<file path="src/core/pwm_ovr_pkg.sv">
package pwm_ovr_pkg;
  // register byte offsets on the bus
  localparam logic [7:0] OFS_OVR = 8'h00;
  localparam logic [7:0] OFS_EVT = 8'h04;
  localparam logic [7:0] OFS_CON2 = 8'h08;
  localparam logic [7:0] OFS_PAIR = 8'h0c;
  localparam logic [7:0] OFS_STAT = 8'h10;
  // field positions
  localparam int OVR_SEL_LO = 8;
  localparam int EVT_DIR_BIT = 15;
  localparam int CON2_LOCK_BIT = 0;
  localparam int CON2_SYNC_BIT = 1;
  localparam int CON2_IUE_BIT = 2;
  localparam int CON2_HALTZ_BIT = 3;
  localparam int CON2_PS_LO = 8;
  localparam int STAT_PS_LO = 16;
  localparam int STAT_LOCK_BIT = 20;
  // writable bits and reset values
  localparam logic [15:0] CON2_MASK = 16'h0f0f;
  localparam logic [15:0] OVR_RST = 16'hff00;
  localparam logic [15:0] EVT_RST = 16'h0000;
  localparam logic [15:0] CON2_RST = 16'h0000;
  localparam logic [3:0] PAIR_RST = 4'h0;
  // time base mode codes that count up and down
  localparam logic [1:0] TB_MODE_UPDOWN = 2'h2;
  localparam logic [1:0] TB_MODE_UPDOWN_DBL = 2'h3;
  // bus responses
  localparam logic [1:0] RESP_OKAY = 2'h0;
  localparam logic [1:0] RESP_SLVERR = 2'h2;
endpackage : pwm_ovr_pkg

</file>
<file path="src/core/ovr_lane_if.sv">
`timescale 1ns/1ps
interface ovr_lane_if #(parameter int N = 8);
  logic [N-1:0] sel;
  logic [N-1:0] level;
  logic [N-1:0] gen;
  logic [N/2-1:0] pair_mode;
  logic [N-1:0] pin;
  modport src (output sel, output level, output gen, output pair_mode, input pin);
  modport mixer (input sel, input level, input gen, input pair_mode, output pin);
endinterface : ovr_lane_if

</file>
<file path="src/core/override_mixer.sv">
`timescale 1ns/1ps
module override_mixer #(
  parameter int N = 8
) (
  // override lanes
  ovr_lane_if.mixer lane
);
  // per pair: even index is the low side, odd index the high side
  for (genvar p = 0; p < N / 2; p++) begin : g_pair
    logic hi_req;
    logic lo_req;
    // select high follows generator, low follows the manual level
    assign hi_req = lane.sel[2*p+1] ? lane.gen[2*p+1] : lane.level[2*p+1];
    assign lo_req = lane.sel[2*p] ? lane.gen[2*p] : lane.level[2*p];
    assign lane.pin[2*p+1] = hi_req;
    // complementary pairs: an active high side forces the low side off
    assign lane.pin[2*p] = lo_req & (lane.pair_mode[p] | ~hi_req);
  end
endmodule : override_mixer

</file>
<file path="src/core/event_postscaler.sv">
`timescale 1ns/1ps
module event_postscaler #(
  parameter int PS_W = 4
) (
  // clock and reset
  input wire logic clk,
  input wire logic srst,
  // control
  input wire logic clear,
  input wire logic tick,
  input wire logic [PS_W-1:0] ratio,
  // results
  output logic fire,
  output logic [PS_W-1:0] count
);
  logic [PS_W-1:0] cnt_q;
  logic [PS_W-1:0] cnt_d;
  logic fire_q;
  logic fire_d;

  // ratio code n passes one tick in n+1, code zero passes all;
  // a count left above a newly lowered ratio fires at once instead of wrapping
  always_comb begin
    fire_d = tick & (cnt_q >= ratio) & ~clear;
    cnt_d = cnt_q;
    if (clear) begin
      cnt_d = '0;
    end else if (tick) begin
      cnt_d = (cnt_q >= ratio) ? '0 : PS_W'(cnt_q + 1'b1);
    end
  end

  // state registers
  always_ff @(posedge clk) begin
    if (srst) begin
      cnt_q <= '0;
      fire_q <= 1'b0;
    end else begin
      cnt_q <= cnt_d;
      fire_q <= fire_d;
    end
  end

  assign fire = fire_q;
  assign count = cnt_q;
endmodule : event_postscaler

</file>
<file path="src/core/pwm_override_event_lockout.sv">
`timescale 1ns/1ps
module pwm_override_event_lockout #(
  parameter int N_PINS = 8,
  parameter int CNT_W = 15,
  parameter int PS_W = 4
) (
  // clock and reset
  input wire logic CLK_SYS,
  input wire logic SRST,
  // axi4-lite write address and data
  input wire logic S_AXI_AWVALID,
  output logic S_AXI_AWREADY,
  input wire logic [7:0] S_AXI_AWADDR,
  input wire logic S_AXI_WVALID,
  output logic S_AXI_WREADY,
  input wire logic [31:0] S_AXI_WDATA,
  input wire logic [3:0] S_AXI_WSTRB,
  // axi4-lite write response
  output logic S_AXI_BVALID,
  input wire logic S_AXI_BREADY,
  output logic [1:0] S_AXI_BRESP,
  // axi4-lite read
  input wire logic S_AXI_ARVALID,
  output logic S_AXI_ARREADY,
  input wire logic [7:0] S_AXI_ARADDR,
  output logic S_AXI_RVALID,
  input wire logic S_AXI_RREADY,
  output logic [31:0] S_AXI_RDATA,
  output logic [1:0] S_AXI_RRESP,
  // time base state
  input wire logic [CNT_W-1:0] TB_COUNT,
  input wire logic [CNT_W-1:0] TB_PERIOD,
  input wire logic TB_DIR_DOWN,
  input wire logic [1:0] TB_MODE,
  input wire logic TB_ENABLE,
  // buffer transfer requests from the time base
  input wire logic DUTY_LOAD_REQ,
  input wire logic PERIOD_LOAD_REQ,
  // generator and dead time path
  input wire logic [N_PINS-1:0] PWM_GEN,
  output logic [N_PINS-1:0] OVR_OUT,
  input wire logic [N_PINS-1:0] DT_IN,
  // configuration bits and debugger
  input wire logic HIGH_SIDE_POLARITY,
  input wire logic LOW_SIDE_POLARITY,
  input wire logic PIN_DRIVE_AT_RESET,
  input wire logic DEBUG_HALT,
  // outputs
  output logic [N_PINS-1:0] PIN_OUT,
  output logic [N_PINS-1:0] PIN_OE,
  output logic EVENT_TRIGGER,
  output logic DUTY_LOAD_EN,
  output logic PERIOD_LOAD_EN
);
  // bus state
  logic aw_hold_q, aw_hold_d, w_hold_q, w_hold_d;
  logic [7:0] aw_addr_q, aw_addr_d;
  logic [31:0] w_data_q, w_data_d;
  logic [3:0] w_strb_q, w_strb_d;
  logic bvalid_q, bvalid_d, rvalid_q, rvalid_d;
  logic [1:0] bresp_q, bresp_d, rresp_q, rresp_d;
  logic [31:0] rdata_q, rdata_d;
  logic aw_fire, w_fire, ar_fire, do_wr;
  logic [7:0] wr_addr;
  logic [31:0] wr_data;
  logic [3:0] wr_strb;
  logic wr_ovr, wr_evt, wr_con2, wr_pair, wr_ok, rd_ok;
  logic [31:0] rd_mux;
  // register state
  logic [15:0] ovr_q, ovr_d, applied_q, applied_d, evt_q, evt_d, con2_q, con2_d;
  logic [3:0] pair_q, pair_d;
  logic sync_q, lock_q, haltz_q;
  // event and pin state
  logic match_q, match_d, at_pt_q, at_pt_d, match, at_pt, evt_hit, sync_pt, updown;
  logic [N_PINS-1:0] ovr_out_q, ovr_out_d, pin_q, pin_d, oe_q, oe_d, pol_mask;
  logic high_side_polarity_q, low_side_polarity_q, drive_q;
  logic [PS_W-1:0] ps_cnt;

  // byte lane merge of a 16-bit register
  function automatic logic [15:0] merge16(input logic [15:0] old, input logic [31:0] d,
                                          input logic [3:0] s);
    merge16 = {s[1] ? d[15:8] : old[15:8], s[0] ? d[7:0] : old[7:0]};
  endfunction : merge16

  assign S_AXI_AWREADY = ~aw_hold_q & ~bvalid_q;
  assign S_AXI_WREADY = ~w_hold_q & ~bvalid_q;
  assign S_AXI_ARREADY = ~rvalid_q;
  assign aw_fire = S_AXI_AWVALID & S_AXI_AWREADY;
  assign w_fire = S_AXI_WVALID & S_AXI_WREADY;
  assign ar_fire = S_AXI_ARVALID & S_AXI_ARREADY;
  assign wr_addr = aw_hold_q ? aw_addr_q : S_AXI_AWADDR;
  assign wr_data = w_hold_q ? w_data_q : S_AXI_WDATA;
  assign wr_strb = w_hold_q ? w_strb_q : S_AXI_WSTRB;
  assign do_wr = (aw_hold_q | aw_fire) & (w_hold_q | w_fire);

  // write address decode
  always_comb begin
    wr_ovr = 1'b0;
    wr_evt = 1'b0;
    wr_con2 = 1'b0;
    wr_pair = 1'b0;
    wr_ok = 1'b1;
    if (wr_addr[7:2] == pwm_ovr_pkg::OFS_OVR[7:2]) begin
      wr_ovr = do_wr;
    end else if (wr_addr[7:2] == pwm_ovr_pkg::OFS_EVT[7:2]) begin
      wr_evt = do_wr;
    end else if (wr_addr[7:2] == pwm_ovr_pkg::OFS_CON2[7:2]) begin
      wr_con2 = do_wr;
    end else if (wr_addr[7:2] == pwm_ovr_pkg::OFS_PAIR[7:2]) begin
      wr_pair = do_wr;
    end else if (wr_addr[7:2] != pwm_ovr_pkg::OFS_STAT[7:2]) begin
      wr_ok = 1'b0;
    end
  end

  // read address decode; reserved bits read zero
  always_comb begin
    rd_mux = 32'h0000_0000;
    rd_ok = 1'b1;
    if (S_AXI_ARADDR[7:2] == pwm_ovr_pkg::OFS_OVR[7:2]) begin
      rd_mux = {16'h0000, ovr_q};
    end else if (S_AXI_ARADDR[7:2] == pwm_ovr_pkg::OFS_EVT[7:2]) begin
      rd_mux = {16'h0000, evt_q};
    end else if (S_AXI_ARADDR[7:2] == pwm_ovr_pkg::OFS_CON2[7:2]) begin
      rd_mux = {16'h0000, con2_q};
    end else if (S_AXI_ARADDR[7:2] == pwm_ovr_pkg::OFS_PAIR[7:2]) begin
      rd_mux = {28'h0000000, pair_q};
    end else if (S_AXI_ARADDR[7:2] == pwm_ovr_pkg::OFS_STAT[7:2]) begin
      rd_mux[15:0] = applied_q;
      rd_mux[pwm_ovr_pkg::STAT_PS_LO +: PS_W] = ps_cnt;
      rd_mux[pwm_ovr_pkg::STAT_LOCK_BIT] = lock_q;
    end else begin
      rd_ok = 1'b0;
    end
  end

  // bus handshake next state: address and data may arrive in either order
  always_comb begin
    aw_hold_d = do_wr ? 1'b0 : (aw_hold_q | aw_fire);
    w_hold_d = do_wr ? 1'b0 : (w_hold_q | w_fire);
    aw_addr_d = aw_fire ? S_AXI_AWADDR : aw_addr_q;
    w_data_d = w_fire ? S_AXI_WDATA : w_data_q;
    w_strb_d = w_fire ? S_AXI_WSTRB : w_strb_q;
    bvalid_d = do_wr | (bvalid_q & ~S_AXI_BREADY);
    bresp_d = do_wr ? (wr_ok ? pwm_ovr_pkg::RESP_OKAY : pwm_ovr_pkg::RESP_SLVERR) : bresp_q;
    rvalid_d = ar_fire | (rvalid_q & ~S_AXI_RREADY);
    rdata_d = ar_fire ? rd_mux : rdata_q;
    rresp_d = ar_fire ? (rd_ok ? pwm_ovr_pkg::RESP_OKAY : pwm_ovr_pkg::RESP_SLVERR) : rresp_q;
  end

  // bus registers
  always_ff @(posedge CLK_SYS) begin
    if (SRST) begin
      aw_hold_q <= 1'b0;
      w_hold_q <= 1'b0;
      aw_addr_q <= 8'h00;
      w_data_q <= 32'h0000_0000;
      w_strb_q <= 4'h0;
      bvalid_q <= 1'b0;
      bresp_q <= pwm_ovr_pkg::RESP_OKAY;
      rvalid_q <= 1'b0;
      rdata_q <= 32'h0000_0000;
      rresp_q <= pwm_ovr_pkg::RESP_OKAY;
    end else begin
      aw_hold_q <= aw_hold_d;
      w_hold_q <= w_hold_d;
      aw_addr_q <= aw_addr_d;
      w_data_q <= w_data_d;
      w_strb_q <= w_strb_d;
      bvalid_q <= bvalid_d;
      bresp_q <= bresp_d;
      rvalid_q <= rvalid_d;
      rdata_q <= rdata_d;
      rresp_q <= rresp_d;
    end
  end

  assign S_AXI_BVALID = bvalid_q;
  assign S_AXI_BRESP = bresp_q;
  assign S_AXI_RVALID = rvalid_q;
  assign S_AXI_RDATA = rdata_q;
  assign S_AXI_RRESP = rresp_q;

  assign sync_q = con2_q[pwm_ovr_pkg::CON2_SYNC_BIT];
  assign lock_q = con2_q[pwm_ovr_pkg::CON2_LOCK_BIT];
  assign haltz_q = con2_q[pwm_ovr_pkg::CON2_HALTZ_BIT];

  // register next state and override application point
  always_comb begin
    ovr_d = wr_ovr ? merge16(ovr_q, wr_data, wr_strb) : ovr_q;
    evt_d = wr_evt ? merge16(evt_q, wr_data, wr_strb) : evt_q;
    con2_d = wr_con2 ? (merge16(con2_q, wr_data, wr_strb) & pwm_ovr_pkg::CON2_MASK) : con2_q;
    pair_d = (wr_pair & wr_strb[0]) ? wr_data[3:0] : pair_q;
    applied_d = (~sync_q | sync_pt) ? ovr_d : applied_q;
  end

  // register file
  always_ff @(posedge CLK_SYS) begin
    if (SRST) begin
      ovr_q <= pwm_ovr_pkg::OVR_RST;
      applied_q <= pwm_ovr_pkg::OVR_RST;
      evt_q <= pwm_ovr_pkg::EVT_RST;
      con2_q <= pwm_ovr_pkg::CON2_RST;
      pair_q <= pwm_ovr_pkg::PAIR_RST;
    end else begin
      ovr_q <= ovr_d;
      applied_q <= applied_d;
      evt_q <= evt_d;
      con2_q <= con2_d;
      pair_q <= pair_d;
    end
  end

  // compare match and sync point, each taken once per count value
  assign updown = (TB_MODE == pwm_ovr_pkg::TB_MODE_UPDOWN) |
                  (TB_MODE == pwm_ovr_pkg::TB_MODE_UPDOWN_DBL);
  assign match = (TB_COUNT == evt_q[CNT_W-1:0]) &
                 (~updown | (TB_DIR_DOWN == evt_q[pwm_ovr_pkg::EVT_DIR_BIT]));
  assign at_pt = (TB_COUNT == '0) | (TB_COUNT == TB_PERIOD);
  assign evt_hit = match & ~match_q;
  assign sync_pt = at_pt & ~at_pt_q;

  // free-running trigger, no enable; compare write restarts postscaler
  event_postscaler #(.PS_W(PS_W)) u_post (
    .clk(CLK_SYS),
    .srst(SRST),
    .clear(wr_evt),
    .tick(evt_hit),
    .ratio(con2_q[pwm_ovr_pkg::CON2_PS_LO +: PS_W]),
    .fire(EVENT_TRIGGER),
    .count(ps_cnt)
  );

  // override mix of generator and manual levels
  ovr_lane_if #(.N(N_PINS)) lane ();
  assign lane.sel = applied_q[pwm_ovr_pkg::OVR_SEL_LO +: N_PINS];
  assign lane.level = applied_q[N_PINS-1:0];
  assign lane.gen = PWM_GEN;
  assign lane.pair_mode = pair_q;
  override_mixer #(.N(N_PINS)) u_mix (
    .lane(lane.mixer)
  );

  // polarity per side: odd pins are high side
  assign pol_mask = {(N_PINS/2){high_side_polarity_q, low_side_polarity_q}};

  // pin stage next state
  always_comb begin
    match_d = match;
    at_pt_d = at_pt;
    ovr_out_d = lane.pin;
    pin_d = ~(DT_IN ^ pol_mask);
    oe_d = ((drive_q | TB_ENABLE) & ~(DEBUG_HALT & haltz_q)) ? {N_PINS{1'b1}} : '0;
  end

  // pin stage registers; configuration bits caught while reset is held
  always_ff @(posedge CLK_SYS) begin
    if (SRST) begin
      match_q <= 1'b0;
      at_pt_q <= 1'b0;
      ovr_out_q <= '0;
      pin_q <= '0;
      oe_q <= '0;
      high_side_polarity_q <= HIGH_SIDE_POLARITY;
      low_side_polarity_q <= LOW_SIDE_POLARITY;
      drive_q <= PIN_DRIVE_AT_RESET;
    end else begin
      match_q <= match_d;
      at_pt_q <= at_pt_d;
      ovr_out_q <= ovr_out_d;
      pin_q <= pin_d;
      oe_q <= oe_d;
    end
  end

  assign OVR_OUT = ovr_out_q;
  assign PIN_OUT = pin_q;
  assign PIN_OE = oe_q;
  // transfers held while locked out
  assign DUTY_LOAD_EN = DUTY_LOAD_REQ & ~lock_q;
  assign PERIOD_LOAD_EN = PERIOD_LOAD_REQ & ~lock_q;

  // checks
  a_ovr_next_cycle: assert property (@(posedge CLK_SYS) disable iff (SRST)
    wr_ovr && !sync_q |=> applied_q == ovr_q) else $error("override not applied next cycle");
  a_ovr_sync_hold: assert property (@(posedge CLK_SYS) disable iff (SRST)
    sync_q && !sync_pt |=> $stable(applied_q)) else $error("override changed off sync point");
  a_ovr_sync_take: assert property (@(posedge CLK_SYS) disable iff (SRST)
    sync_q && sync_pt |=> applied_q == ovr_q) else $error("override missed sync point");
  a_pin_select_level: assert property (@(posedge CLK_SYS) disable iff (SRST)
    (&pair_q) |=> OVR_OUT == (($past(lane.sel) & $past(PWM_GEN)) |
                              (~$past(lane.sel) & $past(lane.level))))
    else $error("override select mix wrong");
  for (genvar p = 0; p < N_PINS / 2; p++) begin : g_chk
    a_comp_guard: assert property (@(posedge CLK_SYS) disable iff (SRST)
      !$past(pair_q[p]) |-> !(OVR_OUT[2*p] && OVR_OUT[2*p+1]))
      else $error("both pins of complementary pair active");
  end
  a_evt_fire_one: assert property (@(posedge CLK_SYS) disable iff (SRST)
    evt_hit && !wr_evt && con2_q[pwm_ovr_pkg::CON2_PS_LO +: PS_W] == '0 |=> EVENT_TRIGGER)
    else $error("event trigger missing at 1:1");
  a_evt_direction: assert property (@(posedge CLK_SYS) disable iff (SRST)
    updown && (TB_DIR_DOWN != evt_q[pwm_ovr_pkg::EVT_DIR_BIT]) |-> !match)
    else $error("event matched on wrong count phase");
  a_evt_clear_cnt: assert property (@(posedge CLK_SYS) disable iff (SRST)
    wr_evt |=> ps_cnt == '0) else $error("postscaler not cleared by compare write");
  a_lockout_hold: assert property (@(posedge CLK_SYS) disable iff (SRST)
    lock_q |-> !DUTY_LOAD_EN && !PERIOD_LOAD_EN) else $error("transfer during lockout");
  a_halt_tristate: assert property (@(posedge CLK_SYS) disable iff (SRST)
    DEBUG_HALT && haltz_q |=> PIN_OE == '0) else $error("pins driven during debug halt");
  a_bresp_hold: assert property (@(posedge CLK_SYS) disable iff (SRST)
    S_AXI_BVALID && !S_AXI_BREADY |=> S_AXI_BVALID) else $error("write response dropped");
  c_sync_apply: cover property (@(posedge CLK_SYS) disable iff (SRST)
    sync_q && wr_ovr ##[1:50] sync_pt);
  c_evt_scaled: cover property (@(posedge CLK_SYS) disable iff (SRST)
    con2_q[pwm_ovr_pkg::CON2_PS_LO +: PS_W] != '0 && EVENT_TRIGGER);
  c_lock_release: cover property (@(posedge CLK_SYS) disable iff (SRST)
    lock_q ##1 !lock_q ##[0:20] DUTY_LOAD_EN);
endmodule : pwm_override_event_lockout

</file>
<file path="config.mk">
export PLATFORM = sky130hd
export DESIGN_NAME = pwm_override_event_lockout
export DESIGN_NICKNAME = d
export VERILOG_FILES = /design/src/core/pwm_ovr_pkg.sv /design/src/core/ovr_lane_if.sv /design/src/core/override_mixer.sv /design/src/core/event_postscaler.sv /design/src/core/pwm_override_event_lockout.sv
export SDC_FILE = /design/constraint.sdc
export NUM_CORES = 1
export LEC_CHECK = 0
export BUFFER_PORTS_ARGS = -buffer_cell sky130_fd_sc_hd__buf_2
export CAP_MARGIN = 25
export CORE_MARGIN = 3
export CORE_UTILIZATION = 47
export DETAILED_ROUTE_END_ITERATION = 7
export GPL_ROUTABILITY_DRIVEN = 0
export HOLD_SLACK_MARGIN = 0.05
export PLACE_DENSITY = 0.76
export SYNTH_ARGS = -nofsm -noshare
export SYNTH_HDL_FRONTEND = slang
export SYNTH_HIERARCHICAL = 1
export SYNTH_SLANG_ARGS = --single-unit
export TNS_END_PERCENT = 20
</file>
<file path="constraint.sdc">
create_clock -name CLK_SYS -period 2.5 [get_ports CLK_SYS]
set_input_delay 0.5 -clock CLK_SYS [delete_from_list [all_inputs] [get_ports CLK_SYS]]
set_output_delay 0.5 -clock CLK_SYS [all_outputs]
set_load 0.01 [all_outputs]
</file>
## Word-level counts from Yosys, hierarchy flattened

Cells that the tools add are included.

- Register bits: 160
- Logic and storage cells: 148

- Reductions and logical operators: 9
- Muxes and demuxes: 43
- Eq/ne operators: 13
- Add/sub/neg operators: 1
- Magnitude comparators: 1
- Bitwise operators: 54

Operator list:

| cell | count |
|---|---|
| 21-bit 2-to-1 mux | 5 |
| 16-bit 2-to-1 mux | 2 |
| 8-bit 2-to-1 mux | 4 |
| 15-bit equality test | 2 |
| 1-bit 2-to-1 mux | 28 |
| 6-bit by 2-bit equality test with 1-bit output, second input constant | 4 |
| 1-bit AND | 22 |
| 1-bit inverter | 17 |
| 15-bit zero test | 1 |
| 1-bit OR | 13 |
| 6-bit by 1-bit equality test with 1-bit output, second input constant | 2 |
| 6-bit zero test | 2 |
| 8-bit inverter | 1 |
| 2-bit AND reduction | 4 |
| 8-bit XOR | 1 |
| 6-bit by 3-bit equality test with 1-bit output, second input constant | 1 |
| 2-bit 2-to-1 mux | 3 |
| 6-bit by 3-bit inequality test with 1-bit output, second input constant | 1 |
| 4-bit by 1-bit adder with 4-bit output, second input constant | 1 |
| 2-bit equality test, second input constant | 2 |
| 4-bit >= comparator | 1 |
| 4-bit 2-to-1 mux | 1 |
| 2-bit OR reduction | 2 |
| 1-bit equality test | 1 |

## Longest topological paths before layout

Gate-level depths: netlist of the first run.

- Depth in word-level cells: 10
- Mapped depth: 9

## By module

Netlist of the first run, hierarchy kept.

By module, submodules not included:

| module | area an instance (um2) | seq. area each (um2) | instances | cells each |
|---|---|---|---|---|
| pwm_override_event_lockout | 5999.5 | 2692.6 | 1 | 644 |
| event_postscaler | 332.8 | 100.1 | 1 | 37 |
| override_mixer | 180.2 | 0.0 | 1 | 20 |

## Worst setup path after synthesis of the first run

No wires, ideal clock.

- Kind: input to register
- Start point: in S_AXI_AWADDR[5]
- End point: reg applied_q[10]
- Required time: 2379 ps
- Arrival time: 2527 ps
- Library setup time: 121 ps
- Slack: -148 ps
- Buffers on the path: 0
- Stages on the path: 6
- Path through: or4_1 > a222oi_1 > nand4_4 > mux2i_1 > nand2b_1 > mux2_4

- Cells in the longest elaborated chain, start to end: 4

RTL lines:

| element | RTL line | source |
|---|---|---|
| start, declared | pwm_override_event_lockout.sv:13 | `input wire logic [7:0] S_AXI_AWADDR,` |
| 8-bit 2-to-1 mux | pwm_override_event_lockout.sv:91 | `assign wr_addr = aw_hold_q ? aw_addr_q : S_AXI_AWADDR;` |
| 6-bit zero test | pwm_override_event_lockout.sv:103 | `if (wr_addr[7:2] == pwm_ovr_pkg::OFS_OVR[7:2]) begin` |
| 1-bit 2-to-1 mux | pwm_override_event_lockout.sv:103 |  |
| 16-bit 2-to-1 mux | pwm_override_event_lockout.sv:190 | `ovr_d = wr_ovr ? merge16(ovr_q, wr_data, wr_strb) : ovr_q;` |
| end signal, assigned | pwm_override_event_lockout.sv:201 | `applied_q <= pwm_ovr_pkg::OVR_RST;` |
| end signal, assigned | pwm_override_event_lockout.sv:207 | `applied_q <= applied_d;` |
| end, declared | pwm_override_event_lockout.sv:70 | `logic [15:0] ovr_q, ovr_d, applied_q, applied_d, evt_q, evt_d, con2_q, con2_d;` |

No other way between the ends.
A chain may end at the register's enable or synchronous reset.

## Final worst setup path of the first run

- Start point: reg aw_hold_q
- End point: reg applied_q[11]

- Cells in the longest elaborated chain, start to end: 7

RTL lines:

| element | RTL line | source |
|---|---|---|
| start, declared | pwm_override_event_lockout.sv:56 | `logic aw_hold_q, aw_hold_d, w_hold_q, w_hold_d;` |
| start signal, assigned | pwm_override_event_lockout.sv:165 | `aw_hold_q <= aw_hold_d;` |
| 1-bit inverter | pwm_override_event_lockout.sv:85 | `assign S_AXI_AWREADY = ~aw_hold_q & ~bvalid_q;` |
| 1-bit AND | pwm_override_event_lockout.sv:85 |  |
| 1-bit AND | pwm_override_event_lockout.sv:88 | `assign aw_fire = S_AXI_AWVALID & S_AXI_AWREADY;` |
| 1-bit OR | pwm_override_event_lockout.sv:94 | `assign do_wr = (aw_hold_q \| aw_fire) & (w_hold_q \| w_fire);` |
| 1-bit AND | pwm_override_event_lockout.sv:94 |  |
| 1-bit 2-to-1 mux (*) | pwm_override_event_lockout.sv:103 |  |
| 16-bit 2-to-1 mux (*) | pwm_override_event_lockout.sv:190 |  |

Every way passes the cells marked *; elsewhere a longest branch is shown, timed or not.

==> metrics.yaml, run 1 <==
worst_setup_path:
  r2r-end: "applied_q[11]$_SDFFE_PP1P_"
  crit_buf_inv: 1
  cp.required_ps: 2810
  critPathSlowestCell: "or4b_1"
  cp_max_fo: 8
  r2r_cells: 7
  start_kind: "register"
  rrSetupSlack_ps: 180
  crit_family: "simple AND/OR/NAND/NOR gates"
  critical_path_class: "reg -> reg"
  cp_cell_sequence: "or4b_1 > a222oi_1 > buf_4 > nand4_4 > mux2i_1 > nand2b_1 > mux2_4"
  worstSetupEndpointType: "register"
  slowest_delay_ps: 480
  worst_ep_arrival_time_ps: 2630
  r2r-start: "aw_hold_q$_SDFF_PP0_"
clock_tree:
  cts.sinks: 138
  cts_tree: "yes"
  cts-resized-gates: 0
  cts_buffers: 17
  htree_levels: 4
  clk_latency_ps: 420
  clockBufferDepth: 2
  clock-root-buffer: "clkbuf_16"
  cts_setup_buffers: 0
  postCtsHoldBufs: 0
  path_clk_slew_ps: 60
die:
  coreArea_um2: 13400
  rows: 42
  initial_utilization_pct: 48.60
  pin_count: 183
  die_area_um2: 15310
  die_w_um: 123.7
  die_h_um: 123.7
synthesis:
  synth_edf_count: 3
  yosysSeqAreaShare_pct: 42.88
  yosysWarnings: 6
  syn_area_um2: 6512
  ys_async_sr_fraction_pct: 0
  synth.avg_cell_area_um2: 9.290
  synthMuxAreaShare_pct: 14.64
  synth_cell_types: 50
  synthXorXnorAreaFrac_pct: 5.379
  synthFlopType: "dfxtp_1"
  synth_compound_area_share_pct: 10.84
  postSynthCellCount: 701
  synth-simple-area-share_pct: 19.23
  synth_adder_area_share_pct: 0.9606
  ys_ff_latch: 138
  synth_top_family_by_area: "simple AND/OR/NAND/NOR gates"
route:
  firstDrtPassIters: 5
  vias: 5443
  drc: 0
  avgRoutedWirePerCell_um: 16.28
  drtIter0Drc: 453
  ant_nets: 0
  drt-total-wl_um: 16700
  viasPerCell: 5.305
power:
  power_density_nw_per_um2: 695.0
  power_uw: 5530
  ir_drop_v: 0.0005099
  p_leak_uw: 0.003543
timing:
  finalClockSkew_ps: 7.144
  rsz0062_at_grt: "no"
  holdWs_ps: 250.9
  drv_slew: 0
  final.setup.worst_slack_ps: 179.3
  slew_headroom_pct: 47.72
  post-route-period-util_pct: 92.83
  final-hold-violation-count: 0
  min_period_ps: 2321
  tightest_slew_ps: 784.2
  max_freq_mhz: 430.9
  finalSetupViolCount: 0
run:
  max-cap-violations: 0
final_layout:
  fillers: 1146
  layout_common_cells: "145 x buf_2, 135 x dfxtp_1, 67 x nand2_1"
  stdcell_area_um2: 7956
  mostFrequentLayoutCell: "buf_2"
  area_growth_pct: 22.17
  drive_above_1_share_pct: 30.39
  nNetsFinal: 956
global_route:
  grt_overflow_total: 0
  first_global_vias: 5042
  grt_use_total_pct: 22.35
  antenna_found_initial: 1
  grt_first_pass_wirelength_um: 26010
  grt_max_degree: 78
worst_hold_path:
  hp-class: "in -> reg"
  holdPathEnd: "high_side_polarity_q$_DFFE_PP_"
  hp-start: "HIGH_SIDE_POLARITY"
  holdPathStages: 1
placed_design:
  pre_cts_slack_ps: -91.03
  port_buffers: 146
  post_dp_cell_area_um2: 7338
  place_hpwl_um: 12400
run_status:
  outcome: "complete, no violations"
## cells by family after synthesis
family	count (synthesis)
simple gates	251
flops	138
compound gates	111
mux	81
buf+inv	74
xor+xnor	40
fa+ha+maj	5
other cells	1
## how the worst max path moves through the flow
stage / from / end / slack (ps) / depth (start not counted)
final: aw_hold_q$_SDFF_PP0_ / applied_q[11]$_SDFFE_PP1P_ / 180 / 7
after global routing: aw_hold_q$_SDFF_PP0_ / applied_q[3]$_SDFFE_PP0P_ / 60 / 7
after CTS: aw_hold_q$_SDFF_PP0_ / applied_q[11]$_SDFFE_PP1P_ / 150 / 7
after detailed placement: S_AXI_AWADDR[5] / applied_q[11]$_SDFFE_PP1P_ / -90 / 8
after global placement: S_AXI_AWADDR[5] / applied_q[5]$_SDFFE_PP0P_ / -60 / 8
after floorplan: S_AXI_AWADDR[5] / u_post/fire$_SDFF_PP0_ / -80 / 7
## metal layers
layer | up-vias | global-route usage, % | part of all wire [%]
met4 | 0 | 9.550 | 1.8
met5 | - | 0 | 0
met3 | 25 | 5.086 | 7.3
met1 | 2560 | 29.55 | 44
li1 | 2656 | - | -
met2 | 202 | 35.11 | 47
## sequential cells by signal, summed over array words and instances (netlist names), 2 cells and up
signal          cells
w_data_q           16
u_post/count        4
w_strb_q            2
OVR_OUT             8
aw_addr_q           6
PIN_OUT             8
applied_q          16
evt_q              16
lane.pair_mode      4
con2_q              8
S_AXI_RDATA        21
ovr_q              16
## report_power, final
group / internal, uW / switching (uW)
clock network: 1650 / 916
logic: 264 / 366
registers: 2290 / 49.2
## through the flow
step | TNS (ps) | utilization, % | cells
final | 0 | 59.37 | 1026
after CTS | 0 | 59.32 | 1025
after detailed placement | -882.9 | 54.76 | 993
after global routing | 0 | 59.37 | 1026
after global placement | -737.3 | 54.76 | 993
after floorplan | -2004 | - | 713
## cell usage after synthesis, types with 5 or more instances
cell / n / area (um^2)
dfxtp_1: 135 / 2703
nand2_1: 67 / 251.5
nor2_1: 64 / 240.2
a21oi_1: 59 / 295.3
mux2i_1: 39 / 390.4
buf_4: 30 / 225.2
mux2_2: 26 / 292.8
clkbuf_1: 25 / 93.84
nand2b_1: 23 / 143.9
xor2_1: 21 / 183.9
nor2b_1: 20 / 125.1
nor3_1: 20 / 100.1
xnor2_1: 19 / 166.4
nand3_1: 18 / 90.09
inv_1: 14 / 52.55
a22o_1: 12 / 105.1
mux2_4: 12 / 180.2
o211ai_1: 10 / 75.07
o21ai_0: 9 / 45.04
or2_2: 9 / 56.30
nor4_1: 7 / 43.79
a211oi_1: 6 / 45.04
ha_1: 5 / 62.56
nand4_1: 5 / 31.28
## worst register-to-register path: stages (launching register included)
cell and delay [ps]:
dfxtp_1 390, or4b_1 480, a222oi_1 260, buf_4 210, nand4_4 270, mux2i_1 270
nand2b_1 90, mux2_4 260
## layout make-up
type                    instances  area (um^2)  area share, %
repair buffers                164        893.4          11.23
well taps                     176        220.2          2.768
flip-flops and latches        138         2793          35.10
diodes                          1        2.502        0.03145
multi-input cells             501         3385          42.54
inverters                      14        52.55         0.6605
clock inverters                 7        85.08          1.069
clock buffers                  25        525.5          6.605
No activity file was read; power rests on OpenSTA's default activity.
==> run 2, diff against run 1 <==
CAP_MARGIN = unset   (was 25)
GPL_TIMING_DRIVEN = 0   (was unset)
==> run 2 against run 1 <==
  * Worst setup slack got worse by 71 ps
  * Register-to-register slack better by 30 ps
  * Highest routed layer unchanged
  * Worst hold slack lost 3.8 ps
  * Maximum frequency fell by 3.0%
  * Core utilization increased by 1.6 points
  * Largest power group unchanged
  * Sequential power barely moved
  * Critical path depth unchanged
  * Power grew 4.3%
  * Non-clock buffer count rose by 42
  * Final area grew 2.7%
  * Global-route usage is 2.1 points higher
==> metrics.yaml, run 2 (synthesis results as in run 1) <==
run_status:
  outcome: "complete, no violations"
final_layout:
  drive_above_1_share_pct: 30.53  # +0.14 points
  layout_common_cells: "146 x buf_2, 135 x dfxtp_1, 67 x nand2_1"
  nNetsFinal: 998  # +4.4%
  mostFrequentLayoutCell: "buf_2"
  largest_reg_flops: 21  # unchanged
  fillers: 1207  # +5.3%
  antenna_cells: 0  # -1
  area_growth_pct: 25.48
  multi_input_area_um2: 3391  # +0.18%
  seq_area_um2: 2793  # unchanged
  stdcell_area_um2: 8172  # +2.7%
power:
  ir_drop_v: 0.0004711  # -7.6%
  p_leak_uw: 0.003643  # +2.8%
  power_density_nw_per_um2: 705.9  # +1.6%
  power_uw: 5768  # +4.3%
run:
  max-cap-violations: 0  # unchanged
timing:
  slew_headroom_pct: 47.86  # +0.14 points
  drv_slew: 0  # unchanged
  final.setup.worst_slack_ps: 107.9  # -71.35 ps
  finalClockSkew_ps: 9.714  # +2.570 ps
  tightest_slew_ps: 775.5  # -8.704 ps
  final-hold-violation-count: 0  # unchanged
  finalSetupViolCount: 0  # unchanged
  holdWs_ps: 247.1  # -3.793 ps
  max_freq_mhz: 418.0  # -3.0%
  min_period_ps: 2392  # +71.35 ps
  post-route-period-util_pct: 95.68  # +2.9 points
  rsz0062_at_grt: "no"
clock_tree:
  clock-root-buffer: "clkbuf_16"
  htree_levels: 4  # unchanged
  clk_latency_ps: 430  # about the same
  cts_buffers: 17  # unchanged
  cts_tree: "yes"
  path_clk_slew_ps: 60  # about the same
  cts.sinks: 138  # unchanged
  postCtsHoldBufs: 0  # unchanged
  clockBufferDepth: 2  # unchanged
worst_setup_path:
  worst_ep_arrival_time_ps: 2700  # +70 ps
  r2r_cells: 7  # unchanged
  cp.required_ps: 2810  # about the same
  r2r-start: "w_hold_q$_SDFF_PP0_"
  critical_path_class: "in -> reg"
  cp_max_fo: 10  # +2
  start_kind: "primary input"
  worstSetupEndpointType: "register"
  rrSetupSlack_ps: 210  # +30 ps
  r2r-end: "w_data_q[8]$_SDFFE_PP0P_"
placed_design:
  post_dp_cell_area_um2: 7503  # +2.3%
  pre_cts_slack_ps: -637.3  # -546.2 ps
  place_hpwl_um: 13840  # +12%
  port_buffers: 145  # -0.68%
global_route:
  first_global_vias: 5348  # +6.1%
  grt_use_total_pct: 24.47  # +2.1 points
  grt_max_degree: 17  # -78%
  antenna_found_initial: 0  # -1
  grt_first_pass_wirelength_um: 28250  # +8.6%
  grt_overflow_total: 0  # unchanged
die:
  pin_count: 183  # unchanged
  die_h_um: 123.7  # unchanged
  die_w_um: 123.7  # unchanged
  initial_utilization_pct: 48.60  # unchanged
  rows: 42  # unchanged
  coreArea_um2: 13400  # unchanged
  die_area_um2: 15310  # unchanged
route:
  drc: 0  # unchanged
  viasPerCell: 5.286  # -0.36%
  avgRoutedWirePerCell_um: 17.18  # +5.5%
  firstDrtPassIters: 5  # unchanged
  drt-total-wl_um: 18330  # +9.7%
  drtIter0Drc: 444  # -2.0%
  vias: 5640  # +3.6%
  ant_nets: 0  # unchanged
worst_hold_path:
  hp-start: "HIGH_SIDE_POLARITY"
  hp-class: "in -> reg"
  holdPathEnd: "high_side_polarity_q$_DFFE_PP_"
  holdPathStages: 1  # unchanged
[run 2: cell count changes in the layout (fill, tap and decap cells not counted), sizes merged]
cell / change
bufinv: +3
clkinvlp: +2
clkinv: +1
diode: -1
clkbuf: +20
buf: +16
[run 2: critical path, cell delays in order]
cell and delay (ps):
buf_2 140, xor2_1 160, nor4_1 580, a31oi_1 280, o21ai_4 370, buf_4 290, mux2_2 360
[run 2: how the worst max path moves through the flow]
stage	to	start
global route	w_data_q[6]$_SDFFE_PP0P_	w_hold_q$_SDFF_PP0_
floorplan	u_post/fire$_SDFF_PP0_	S_AXI_AWADDR[5]
finish	applied_q[7]$_SDFFE_PP0P_	TB_COUNT[14]
CTS	applied_q[7]$_SDFFE_PP0P_	TB_COUNT[14]
detailed placement	applied_q[5]$_SDFFE_PP0P_	TB_COUNT[14]
global placement	applied_q[5]$_SDFFE_PP0P_	TB_COUNT[14]
[run 2: repair_timing]
item                                    CTS  global route
pin swaps                                 1             0
endpoints found under the setup margin   60            15
buffers inserted                          1             0
cloned                                    0             0
resized for setup                         1             3
[run 2: cell type report]
| cell class | instances | area share (%) |
|---|---|---|
| clock buffers | 19 | 5.420 |
| plain buffers | 60 | 4.165 |
| clock inverters | 13 | 2.435 |
| repair buffers | 146 | 8.973 |
| well taps | 176 | 2.695 |
| flip-flops and latches | 138 | 34.18 |
| multi-input cells | 501 | 41.49 |
| inverters | 14 | 0.6431 |
[run 2: power by group]
group	leakage (uW)	internal (uW)	switching, uW
combinational	0.00220	290	397
sequential	0.00113	2290	43.8
clock	0.000312	1790	964
total	0.00364	4360	1400
[run 2: routing by layer]
| metal | track usage [%] | vias up | part of all wire, % |
|---|---|---|---|
| met5 | 0 | - | 0 |
| met4 | 9.758 | 0 | 2.7 |
| met3 | 5.359 | 42 | 7.9 |
| met2 | 38.39 | 245 | 47 |
| met1 | 32.80 | 2616 | 43 |
| li1 | - | 2737 | - |
[run 2: per-stage QoR]
stage	TNS, ps	cells	utilization (%)
detailed placement	-29560	1034	55.99
global route	0	1067	60.98
global placement	-26700	1034	55.99
CTS	0	1067	60.87
finish	0	1067	60.98
floorplan	-2004	713	-
==> run 3, diff against run 2 <==
ABC_CLOCK_PERIOD_IN_PS = 2500   (was unset)
SYNTH_HIERARCHICAL = unset   (was 1)
==> run 3 against run 2 <==
  * Final area down 2.0%
  * Non-clock buffer count up 1
  * Sequential share of layout area up 0.70 points
  * Critical path depth up 2
  * Sequential power about the same
  * Worst hold slack better by 10 ps
  * Highest routed layer unchanged
  * Critical path type is now reg -> reg
  * Power up 1.2%
==> metrics.yaml, run 3 <==
die:
  die_w_um: 121.8  # -1.5%
  die_h_um: 121.8  # -1.5%
  coreArea_um2: 12880  # -3.9%
  pin_count: 183  # unchanged
  rows: 41  # -2.4%
  die_area_um2: 14850  # -3.0%
  initial_utilization_pct: 48.98  # +0.39 points
route:
  viasPerCell: 5.447  # +3.0%
  drtIter0Drc: 469  # +5.6%
  ant_nets: 0  # unchanged
  avgRoutedWirePerCell_um: 17.62  # +2.6%
  vias: 5670  # +0.53%
  firstDrtPassIters: 8  # +3
  drt-total-wl_um: 18350  # about the same
  drc: 0  # unchanged
worst_setup_path:
  rrSetupSlack_ps: 130  # -80 ps
  worstSetupEndpointType: "register"
  slowest_delay_ps: 360  # -220 ps
  start_kind: "register"
  worst_ep_arrival_time_ps: 2680  # -20 ps
  critical_path_class: "reg -> reg"
  cp.required_ps: 2810  # about the same
  cp_max_fo: 10  # unchanged
  cp_cell_sequence: "clkbuf_1 > nor3b_4 > a22oi_2 > nor4_4 > buf_4 > buf_6 > nor2b_1 > a211o_1 > mux2_2"
  critPathSlowestCell: "nor3b_4"
global_route:
  first_global_vias: 5345  # -0.056%
  grt_first_pass_wirelength_um: 27720  # -1.9%
  grt_use_total_pct: 24.39  # -0.077 points
  grt_overflow_total: 0  # unchanged
  antenna_found_initial: 0  # unchanged
  grt_max_degree: 17  # unchanged
synthesis:
  synth_top_area_share_pct: 42.85  # +1.4 points
  synth_top_area_cell: "dfxtp_1"
  postSynthCellCount: 675  # -3.7%
  syn_area_um2: 6307  # -3.2%
  synth_top_cells_by_count: "135 x dfxtp_1, 100 x nor2_1, 57 x mux2i_1, 48 x nand2_1, 39 x a21oi_1"
  synth.avg_cell_area_um2: 9.344  # +0.58%
  synth_area_leaders: "dfxtp_1 43%, mux2i_1 9.0%, mux2_2 6.2%"
  synth_cell_types: 49  # -2.0%
  ys_ff_latch: 138  # unchanged
  synthFlopType: "dfxtp_1"
  ys_async_sr_fraction_pct: 0  # unchanged
  yosysWarnings: 0  # -6
  synth_edf_count: 3  # unchanged
  synth_most_common_cell: "dfxtp_1"
  yosysSeqAreaShare_pct: 44.28  # +1.4 points
clock_tree:
  postCtsHoldBufs: 0  # unchanged
  path_clk_slew_ps: 60  # about the same
  htree_levels: 4  # unchanged
  clockBufferDepth: 2  # unchanged
  cts_tree: "yes"
  clock-root-buffer: "clkbuf_16"
  cts_buffers: 17  # unchanged
  clk_latency_ps: 420  # about the same
  cts.sinks: 138  # unchanged
final_layout:
  nNetsFinal: 976  # -2.2%
  layout_common_cells: "152 x buf_2, 135 x dfxtp_1, 100 x nor2_1"
  mostFrequentLayoutCell: "buf_2"
  drive_above_1_share_pct: 30.03  # -0.49 points
  stdcell_area_um2: 8008  # -2.0%
  antenna_cells: 0  # unchanged
  area_growth_pct: 26.96
  largest_reg_flops: 21  # unchanged
timing:
  tightest_slew_ps: 773.0  # -2.560 ps
  max_freq_mhz: 421.1  # +0.73%
  drv_slew: 0  # unchanged
  min_period_ps: 2375  # -17.35 ps
  slew_headroom_pct: 48.04  # +0.18 points
  post-route-period-util_pct: 94.99  # -0.69 points
  rsz0062_at_grt: "no"
  final.setup.worst_slack_ps: 125.3  # +17.35 ps
  finalClockSkew_ps: 5.675  # -4.039 ps
  finalSetupViolCount: 0  # unchanged
  final-hold-violation-count: 0  # unchanged
run_status:
  outcome: "complete, no violations"
power:
  ir_drop_v: 0.0004857  # +3.1%
  power_density_nw_per_um2: 728.7  # +3.2%
  p_leak_uw: 0.003508  # -3.7%
placed_design:
  port_buffers: 145  # unchanged
  post_dp_cell_area_um2: 7293  # -2.8%
  pre_cts_slack_ps: -392.4  # +244.8 ps
  place_hpwl_um: 13440  # -2.9%
run:
  max-cap-violations: 0  # unchanged
worst_hold_path:
  hp-class: "in -> reg"
-- run 3: cells by family (layout without fill, tap and decap cells) --
logic type,count (synthesis),count (layout),share of synthesized area (%)
adders and majority gates,5,5,0.9919
xor gates and xnor gates,39,39,5.415
other,1,13,0.05945
muxes,92,92,15.29
AOI/OAI and AO/OA,94,94,10.10
DFF,138,138,44.28
and+or+nand+nor,240,240,18.49
buffers and inverters,66,248,5.376
-- run 3: path summary, 6_finish.rpt --
| path | startpoint | endpoint | cells past startpoint |
|---|---|---|---|
| worst max-delay path | w_hold_q$_SDFF_PP0_ | applied_q[14]$_SDFFE_PP1P_ | 9 |
| worst min-delay path | LOW_SIDE_POLARITY | low_side_polarity_q$_DFFE_PP_ | 1 |
| worst max register to register | w_hold_q$_SDFF_PP0_ | applied_q[14]$_SDFFE_PP1P_ | 9 |
| worst min register to register | S_AXI_RDATA[18]$_SDFFE_PP0P_ | S_AXI_RDATA[18]$_SDFFE_PP0P_ | 2 |
-- run 3: through the flow --
stage	util [%]	TNS [ps]	hold slack (ps)	total power (uW)	instances
2_1_floorplan	-	0	430.2	2766	687
3_3_place_gp	56.64	-5019	438.9	3018	1004
3_5_place_dp	56.64	-4959	445.3	3026	1004
4_1_cts	61.89	0	249.0	5824	1037
5_1_grt	62.19	0	251.0	6007	1041
6_report	62.19	0	257.4	5835	1041
-- run 3: metal layers --
metal  wire length [um]  up-vias  GRT usage [%]
met3               1644       67          5.060
met1               7325     2636          30.48
met2               8513      287          40.37
met5                  0        -              0
met4                865        0          11.48
li1                   -     2680              -
-- run 3: area by class of cell --
class | count | area, um^2
fillers | 1100 | 4868
clock inverters | 12 | 221.5
well taps | 172 | 215.2
flip-flops and latches | 138 | 2793
repair buffers | 150 | 763.2
multi-input cells | 483 | 3228
plain buffers | 57 | 306.5
inverters | 9 | 33.78
clock buffers | 20 | 446.7
-- run 3: worst max-delay path: cells and delay by family, from the launching register on --
kind	cells	cell delay (ps)
flip-flops	1	300
AO/OA/AOI/OAI	2	440
multiplexers	1	260
AND/OR/NAND/NOR	3	700
buffers and inverters	3	560
-- run 3: where the power goes --
group          switching, uW  total (uW)  internal (uW)
Sequential              52.0        2340           2290
Clock                    941        2840           1900
Combinational            375         654            279
-- run 3: repair_timing --
action,in CTS,in global routing
setup endpoints to repair,2,25
buffers inserted,1,4
pin swaps,1,1
resized for setup,0,4
